File: src/design/mpy_regs.svh
// Functional notes
// - Four separate clocks load the two operand registers and the two product-half registers on their own rising edges, signed selects included.
// - The rounding request is registered on the rising edge of the OR of the two operand clocks.
// - Each operand is signed or unsigned by its own select, and mixed products come out in two's complement.
// - The same binary operation is done whether operands are integer or fractional.
// - With result shift inactive the upper half is doubled and the lower half's top bit repeats the product sign bit.
// - While output bypass is high the product registers follow the product without a product clock edge.
// - A high rounding request adds one at the top bit of the lower half, position 14 or 15 by result shift, always upward.
// - Each product half is driven while its output disable is low and released while it is high.
// - Multiplier data shares the lower half lines and is only presented while the lower half is disabled.
`ifndef MPY_REGS_SVH
`define MPY_REGS_SVH
// Register byte addresses
`define MPY_CTRL_ADR 8'h00
`define MPY_PROD_ADR 8'h04
`define MPY_OPER_ADR 8'h08
// Control field positions
`define MPY_CTRL_SHIFT 0
`define MPY_CTRL_BYP 1
`define MPY_CTRL_UDIS 2
`define MPY_CTRL_LDIS 3
`define MPY_CTRL_W 4
// Control reset value: both halves released
`define MPY_CTRL_RST 4'hC
// Rounding increments
`define MPY_ROUND_LO 32'h0000_4000
`define MPY_ROUND_HI 32'h0000_8000
// Clock bit positions in the synchronised clock group
`define MPY_CK_X 0
`define MPY_CK_Y 1
`define MPY_CK_L 2
`define MPY_CK_M 3
`endif

File: src/design/mpy_pkg.sv
package mpy_pkg;
    typedef logic [15:0] mpy_word_t;
    typedef logic [31:0] mpy_prod_t;
    typedef logic signed [16:0] mpy_ext_t;
endpackage : mpy_pkg

File: src/design/mpy_sync_edge.sv
`timescale 1ns/1ps
module mpy_sync_edge #(
    parameter int W = 1
) (
    input wire logic mclk_i,
    input wire logic nrst_i,
    input wire logic [W-1:0] async_i,
    output logic [W-1:0] level_o,
    output logic [W-1:0] rise_o
);
    logic [W-1:0] s1_reg;
    logic [W-1:0] s2_reg;
    logic [W-1:0] s3_reg;

    // Two-stage synchroniser plus edge history
    always_ff @(posedge mclk_i) begin
        if (!nrst_i) begin
            s1_reg <= '0;
            s2_reg <= '0;
            s3_reg <= '0;
        end else begin
            s1_reg <= async_i;
            s2_reg <= s1_reg;
            s3_reg <= s2_reg;
        end
    end

    // Level and rising edge from settled stages
    assign level_o = s2_reg;
    assign rise_o = s2_reg & ~s3_reg;
endmodule : mpy_sync_edge

File: src/design/mpy_mult.sv
`timescale 1ns/1ps
`include "mpy_regs.svh"
module mpy_mult
    import mpy_pkg::*;
(
    input wire logic mclk_i,
    input wire logic nrst_i,
    input wire logic wb_cyc_i,
    input wire logic wb_stb_i,
    input wire logic wb_we_i,
    input wire logic [7:0] wb_adr_i,
    input wire logic [3:0] wb_sel_i,
    input wire logic [31:0] wb_dat_i,
    output logic [31:0] wb_dat_o,
    output logic wb_ack_o,
    input wire logic multiplicand_clk_i,
    input wire logic multiplier_clk_i,
    input wire logic lower_clk_i,
    input wire logic upper_clk_i,
    input wire logic [15:0] multiplicand_i,
    input wire logic [15:0] multiplier_i,
    input wire logic multiplicand_signed_sel_i,
    input wire logic multiplier_signed_sel_i,
    input wire logic round_request_i,
    output logic [15:0] upper_product_half_o,
    output logic upper_product_half_oe_o,
    output logic [15:0] lower_product_half_o,
    output logic lower_product_half_oe_o
);
    ////////////////////////////////////////////////////////////////////////
    // Pin synchronisation
    logic [3:0] ck_level;
    logic [3:0] ck_rise;
    logic [34:0] din_level;
    mpy_word_t x_sync;
    mpy_word_t y_sync;
    logic xs_sync;
    logic ys_sync;
    logic round_sync;

    // Clock pins with edge detection
    mpy_sync_edge #(.W(4)) u_ck_sync (
        .mclk_i(mclk_i),
        .nrst_i(nrst_i),
        .async_i({upper_clk_i, lower_clk_i, multiplier_clk_i, multiplicand_clk_i}),
        .level_o(ck_level),
        .rise_o(ck_rise)
    );

    // Data and mode pins, same latency as the clocks
    mpy_sync_edge #(.W(35)) u_din_sync (
        .mclk_i(mclk_i),
        .nrst_i(nrst_i),
        .async_i({round_request_i, multiplier_signed_sel_i, multiplicand_signed_sel_i,
                  multiplier_i, multiplicand_i}),
        .level_o(din_level),
        .rise_o()
    );

    assign x_sync = din_level[15:0];
    assign y_sync = din_level[31:16];
    assign xs_sync = din_level[32];
    assign ys_sync = din_level[33];
    assign round_sync = din_level[34];

    ////////////////////////////////////////////////////////////////////////
    // Operand registers
    mpy_word_t opx_reg;
    mpy_word_t opy_reg;
    logic xs_reg;
    logic ys_reg;
    logic round_reg;
    logic orck_prev_reg;
    logic orck_now;
    logic orck_rise;

    // Multiplicand register with its signed select
    always_ff @(posedge mclk_i) begin
        if (!nrst_i) begin
            opx_reg <= '0;
            xs_reg <= 1'b0;
        end else if (ck_rise[`MPY_CK_X]) begin
            opx_reg <= x_sync;
            xs_reg <= xs_sync;
        end
    end

    // Multiplier register; lines shared with the lower half
    always_ff @(posedge mclk_i) begin
        if (!nrst_i) begin
            opy_reg <= '0;
            ys_reg <= 1'b0;
        end else if (ck_rise[`MPY_CK_Y]) begin
            opy_reg <= y_sync;
            ys_reg <= ys_sync;
        end
    end

    // Combined operand clock loads the rounding request
    assign orck_now = ck_level[`MPY_CK_X] | ck_level[`MPY_CK_Y];
    assign orck_rise = orck_now & ~orck_prev_reg;

    always_ff @(posedge mclk_i) begin
        if (!nrst_i) begin
            orck_prev_reg <= 1'b0;
            round_reg <= 1'b0;
        end else begin
            orck_prev_reg <= orck_now;
            if (orck_rise) begin
                round_reg <= round_sync;
            end
        end
    end

    ////////////////////////////////////////////////////////////////////////
    // Control register
    logic [`MPY_CTRL_W-1:0] ctrl_reg;
    logic [`MPY_CTRL_W-1:0] ctrl_next;
    logic wb_req;
    logic result_shift_ctl;
    logic bypass;

    assign wb_req = wb_cyc_i & wb_stb_i & ~wb_ack_o;
    assign result_shift_ctl = ctrl_reg[`MPY_CTRL_SHIFT];
    assign bypass = ctrl_reg[`MPY_CTRL_BYP];

    always_comb begin
        ctrl_next = ctrl_reg;
        if (wb_req && wb_we_i && wb_sel_i[0] && wb_adr_i == `MPY_CTRL_ADR) begin
            ctrl_next = wb_dat_i[`MPY_CTRL_W-1:0];
        end
    end

    // Control bits and the output enables that follow them
    always_ff @(posedge mclk_i) begin
        if (!nrst_i) begin
            ctrl_reg <= `MPY_CTRL_RST;
            upper_product_half_oe_o <= 1'b0;
            lower_product_half_oe_o <= 1'b0;
        end else begin
            ctrl_reg <= ctrl_next;
            upper_product_half_oe_o <= ~ctrl_next[`MPY_CTRL_UDIS];
            lower_product_half_oe_o <= ~ctrl_next[`MPY_CTRL_LDIS];
        end
    end

    ////////////////////////////////////////////////////////////////////////
    // Product datapath
    mpy_ext_t ext_x;
    mpy_ext_t ext_y;
    logic signed [33:0] prod_full;
    mpy_prod_t prod_raw;
    mpy_prod_t prod_sum;
    mpy_word_t fmt_upper;
    mpy_word_t fmt_lower;

    // Per-operand sign extension, one plain binary multiply
    assign ext_x = {xs_reg & opx_reg[15], opx_reg};
    assign ext_y = {ys_reg & opy_reg[15], opy_reg};
    assign prod_full = ext_x * ext_y;
    assign prod_raw = prod_full[31:0];
    // Upward rounding at the lower half's top bit
    assign prod_sum = prod_raw + (round_reg ? (result_shift_ctl ? `MPY_ROUND_HI : `MPY_ROUND_LO) : '0);
    // Shift on: full word; shift off: sign duplicated into lower top bit
    assign fmt_upper = result_shift_ctl ? prod_sum[31:16] : prod_sum[30:15];
    assign fmt_lower = result_shift_ctl ? prod_sum[15:0] : {prod_sum[31], prod_sum[14:0]};

    // Upper product register, transparent under bypass
    always_ff @(posedge mclk_i) begin
        if (!nrst_i) begin
            upper_product_half_o <= '0;
        end else if (ck_rise[`MPY_CK_M] || bypass) begin
            upper_product_half_o <= fmt_upper;
        end
    end

    // Lower product register, transparent under bypass
    always_ff @(posedge mclk_i) begin
        if (!nrst_i) begin
            lower_product_half_o <= '0;
        end else if (ck_rise[`MPY_CK_L] || bypass) begin
            lower_product_half_o <= fmt_lower;
        end
    end

    ////////////////////////////////////////////////////////////////////////
    // Wishbone slave: one-cycle registered answer
    always_ff @(posedge mclk_i) begin
        if (!nrst_i) begin
            wb_ack_o <= 1'b0;
            wb_dat_o <= '0;
        end else begin
            wb_ack_o <= wb_req;
            if (wb_req && !wb_we_i) begin
                case (wb_adr_i)
                    `MPY_CTRL_ADR: wb_dat_o <= {{(32-`MPY_CTRL_W){1'b0}}, ctrl_reg};
                    `MPY_PROD_ADR: wb_dat_o <= {upper_product_half_o, lower_product_half_o};
                    `MPY_OPER_ADR: wb_dat_o <= {opy_reg, opx_reg};
                    default: wb_dat_o <= '0;
                endcase
            end
        end
    end

    ////////////////////////////////////////////////////////////////////////
    // Assertions
    a_x_capture: assert property (@(posedge mclk_i) disable iff (!nrst_i)
        ck_rise[`MPY_CK_X] |=> (opx_reg == $past(x_sync)) && (xs_reg == $past(xs_sync)))
        else $error("multiplicand not captured on its clock");

    a_y_hold: assert property (@(posedge mclk_i) disable iff (!nrst_i)
        !ck_rise[`MPY_CK_Y] |=> $stable(opy_reg) && $stable(ys_reg))
        else $error("multiplier changed without its clock");

    a_round_load: assert property (@(posedge mclk_i) disable iff (!nrst_i)
        (ck_rise[`MPY_CK_X] && !$past(ck_level[`MPY_CK_Y])) |=> round_reg == $past(round_sync))
        else $error("rounding request not loaded on combined clock");

    a_round_stable: assert property (@(posedge mclk_i) disable iff (!nrst_i)
        !orck_rise |=> $stable(round_reg))
        else $error("rounding request changed without combined clock edge");

    a_mixed_sign: assert property (@(posedge mclk_i) disable iff (!nrst_i)
        (xs_reg && !ys_reg && opx_reg[15] && opy_reg != '0) |-> prod_raw[31])
        else $error("mixed mode product not negative");

    a_shift_top: assert property (@(posedge mclk_i) disable iff (!nrst_i)
        (xs_reg && ys_reg && opx_reg == 16'h8000 && opy_reg == 16'h8000 && result_shift_ctl && !round_reg)
        |-> {fmt_upper, fmt_lower} == 32'h4000_0000)
        else $error("most negative square not represented with shift");

    a_round_add: assert property (@(posedge mclk_i) disable iff (!nrst_i)
        (round_reg && !result_shift_ctl) |-> prod_sum == prod_raw + `MPY_ROUND_LO)
        else $error("rounding increment wrong");

    a_bypass_follow: assert property (@(posedge mclk_i) disable iff (!nrst_i)
        bypass |=> (upper_product_half_o == $past(fmt_upper)) && (lower_product_half_o == $past(fmt_lower)))
        else $error("bypass did not pass product through");

    a_upper_hold: assert property (@(posedge mclk_i) disable iff (!nrst_i)
        (!ck_rise[`MPY_CK_M] && !bypass) |=> $stable(upper_product_half_o))
        else $error("upper half changed without its clock");

    a_lower_enable: assert property (@(posedge mclk_i) disable iff (!nrst_i)
        lower_product_half_oe_o == !ctrl_reg[`MPY_CTRL_LDIS])
        else $error("lower half enable disagrees with disable bit");

    a_wb_ack: assert property (@(posedge mclk_i) disable iff (!nrst_i)
        wb_req |=> wb_ack_o ##1 !wb_ack_o)
        else $error("bus answer not one cycle");
endmodule : mpy_mult

File: config.mk
export PLATFORM = sky130hd
export DESIGN_NAME = mpy_mult
export DESIGN_NICKNAME = d
export VERILOG_FILES = /design/src/design/mpy_pkg.sv /design/src/design/mpy_sync_edge.sv /design/src/design/mpy_mult.sv
export VERILOG_INCLUDE_DIRS = /design/src /design/src/design
export SDC_FILE = /design/constraint.sdc
export NUM_CORES = 1
export LEC_CHECK = 0
export BUFFER_PORTS_ARGS = -buffer_cell sky130_fd_sc_hd__buf_2
export CORE_MARGIN = 2
export CORE_UTILIZATION = 25
export CTS_CLUSTER_SIZE = 28
export DETAILED_ROUTE_END_ITERATION = 8
export PLACE_DENSITY = 0.52
export SYNTH_ARGS = -nofsm -noshare
export SYNTH_HDL_FRONTEND = slang
export SYNTH_HIERARCHICAL = 1
export SYNTH_SLANG_ARGS = --single-unit
File: constraint.sdc
create_clock -name mclk_i -period 6.25 [get_ports mclk_i]
set_clock_uncertainty 0.05 [all_clocks]
set_input_delay 0 -clock mclk_i [delete_from_list [all_inputs] [get_ports mclk_i]]
set_output_delay 0 -clock mclk_i [all_outputs]
set_load 0.01 [all_outputs]
==> metrics.md <==
| Metric | Value |
|---|---|
| Max Clk Rate | 0.163 GHz |
| Slew margin rel. | 0.123 |
| Initial antenna violation count | 1 |
| Slew Viols, Final | 0 |
| Vias in the first global route | 14.0k |
| Root Driver | clkbuf_16 |
| Worst IR Drop VDD | 0.174 mV |
| Tmin final | 6140 ps |
| Int Power | 1880 µW |
| Worst Path Max Fanout | 5 |
| Remaining global-route overflow | 0 |
| Fillers | 7028 |
| Post-Syn Area | 17100 µm² |
| Hold Vio Cnt, Final | 0 |
| # diodes | 0 |
| Placed cell count | 2884 |
| Number of warnings issued by yosys | 6 |
| Share of cells above drive strength 1 | 0.204 |
| Power per cell area | 120 nW/µm² |
| Critical path class | register to register |
| Num ports | 155 |
| Synthesized Nets | 2329 |
| Share of power burned in registers | 0.497 |
| Initial core utilization | 0.254 |
| Critical path startpoint category | register |
| Detailed Place HPWL | 39800 µm |
| Wire per inst | 16.7 µm |
| Largest net degree at the start of global routing | 100 |
| Core Util, Final | 0.313 |
| Antenna-violating nets left | 0 |
| Final nets | 2551 |
| DIE HEIGHT | 266 µm |
| Drt total wl | 49700 µm |
| Number of I/O port buffers | 123 |
| Avg Cell Area, Syn | 9.12 µm² |
| Sink Count | 189 |
| Switch Pwr | 643 µW |
| # rows | 95 |
| Cells after Synth | 1877 |
| DRC | 0 |
| Total Routing Usage GR | 0.143 |
| DIE AREA | 70600 µm² |
| RSZ-0062 raised after global routing | true |
| Final Cycle Share | 0.982 |
| Core area | 67500 µm² |
| Num CTS Buffers | 17 |
| First-pass DRT Iterations | 5 |
| Clock latency at the later pin of the worst-skew pair | 450 ps |
| Leakage power | 0.00991 µW |
| DIE WIDTH | 266 µm |
| 1st-iter DRT viols | 798 |
| RD Place Congestion | 0.858 |
| CTS Buffer Depth | 2 |
| Run status | finished clean |
| CP required | 6500 ps |
| Clk slew on worst S/H paths | 80 ps |
| CTS tree | done |
| Nature of the critical path endpoint | register |
| Detailed-route via count | 13.2k |
| Area growth syn-to-layout | 23.2% |
| Vias per std cell | 4.43 |
| Final setup fails | 0 |
| Final non-filler cell total | 2985 |
| Worst Path Arrival | 6390 ps |
| Actual slew at the worst max-slew pin | 1320 ps |
| Worst hold path type | input pin to register |
| Logic pwr share | 0.064 |
| First-pass GRT wire length | 78900 µm |
| Max_cap viols | 0 |
| CTS HTree Levels | 4 |
| Sw frac | 0.255 |
| Clock power share | 0.440 |
==> through the flow <==
stage          setup WS (ps)  area, µm²  power (µW)  hold slack [ps]  setup TNS (ps)
3_5_place_dp            -324      19400        1420              163           -3050
5_1_grt                -68.0      21100        2620             99.3            -184
4_1_cts                 2.97      20500        2540             24.4               0
2_1_floorplan           46.6      17100        1350             71.7               0
6_report                 113      21100        2520             41.0               0
3_3_place_gp            -274      19400        1420              158           -2710
==> path summary, 6_finish.rpt <==
| check | from | end | slack [ps] | cells after the start |
|---|---|---|---|---|
| hold / removal | wb_adr_i[3] | wb_dat_o[3] | 40 | 6 |
| setup / recovery | opx_reg[7] | upper_product_half_o[5] | 110 | 23 |
| setup reg to reg | opx_reg[7] | upper_product_half_o[5] | 110 | 23 |
| hold reg to reg | u_din_sync/s1_reg[28] | u_din_sync/level_o[28] | 390 | 1 |
==> what timing repair did <==
action | 4_1_cts | 5_1_grt
hold buffers | 45 | 0
gates resized for setup | 21 | 133
endpoints found under the hold margin | 46 | 0
gates cloned | 0 | 1
pin swaps | 2 | 68
buffers inserted | 0 | 23
setup endpoints to repair | 15 | 16
==> power by group through the flow <==
stage               Combinational, µW  Sequential (µW)  Clock (µW)
global placement                  132             1290           0
finish                            161             1250        1110
global route                      175             1260        1180
floorplan                        75.5             1280           0
CTS                               157             1260        1130
detailed placement                133             1290           0
==> final cells by class <==
| type | count | area [µm²] | share of cell area |
|---|---|---|---|
| well taps | 873 | 1090 | 0.0518 |
| inverters | 323 | 1210 | 0.0575 |
| clock inverters | 14 | 176 | 0.00836 |
| repair buffers | 316 | 2380 | 0.113 |
| clock buffers | 18 | 429 | 0.0203 |
| flip-flops and latches | 189 | 3860 | 0.183 |
| multi-input cells | 1252 | 11900 | 0.566 |
==> worst max-delay path: stages (launching register included) <==
cell and delay, ps:
dfxtp_4 450, nand2_1 110, fa_1 550, inv_1 60, fa_1 490, inv_1 60, fa_1 540, inv_1 60
fa_1 530, fa_1 500, inv_1 50, fa_1 470, inv_1 60, ha_4 220, o21a_1 130, and2_1 160
a31oi_1 170, buf_4 180, nand2_2 70, o21ai_2 170, a21oi_2 90, or4_4 550, a211oi_2 230, nor3_1 60
==> layer usage <==
| metal | global-route usage | routed length [µm] |
|---|---|---|
| met1 | 0.191 | 22100 |
| met2 | 0.251 | 25200 |
| met3 | 0.0175 | 1720 |
| met4 | 0.0266 | 707 |
| met5 | 0 | 0 |
==> cell usage in the layout, fill, tap and decap left out, types with 45 or more instances in the layout <==
| cell type | n |
|---|---|
| a21oi_1 | 81 |
| and2_1 | 194 |
| buf_2 | 123 |
| buf_4 | 120 |
| dfxtp_1 | 162 |
| dlygate4sd3_1 | 45 |
| fa_1 | 274 |
| ha_1 | 72 |
| inv_1 | 307 |
| nand2_1 | 176 |
| nor2_1 | 151 |
Power figures use the tool's default switching activity.
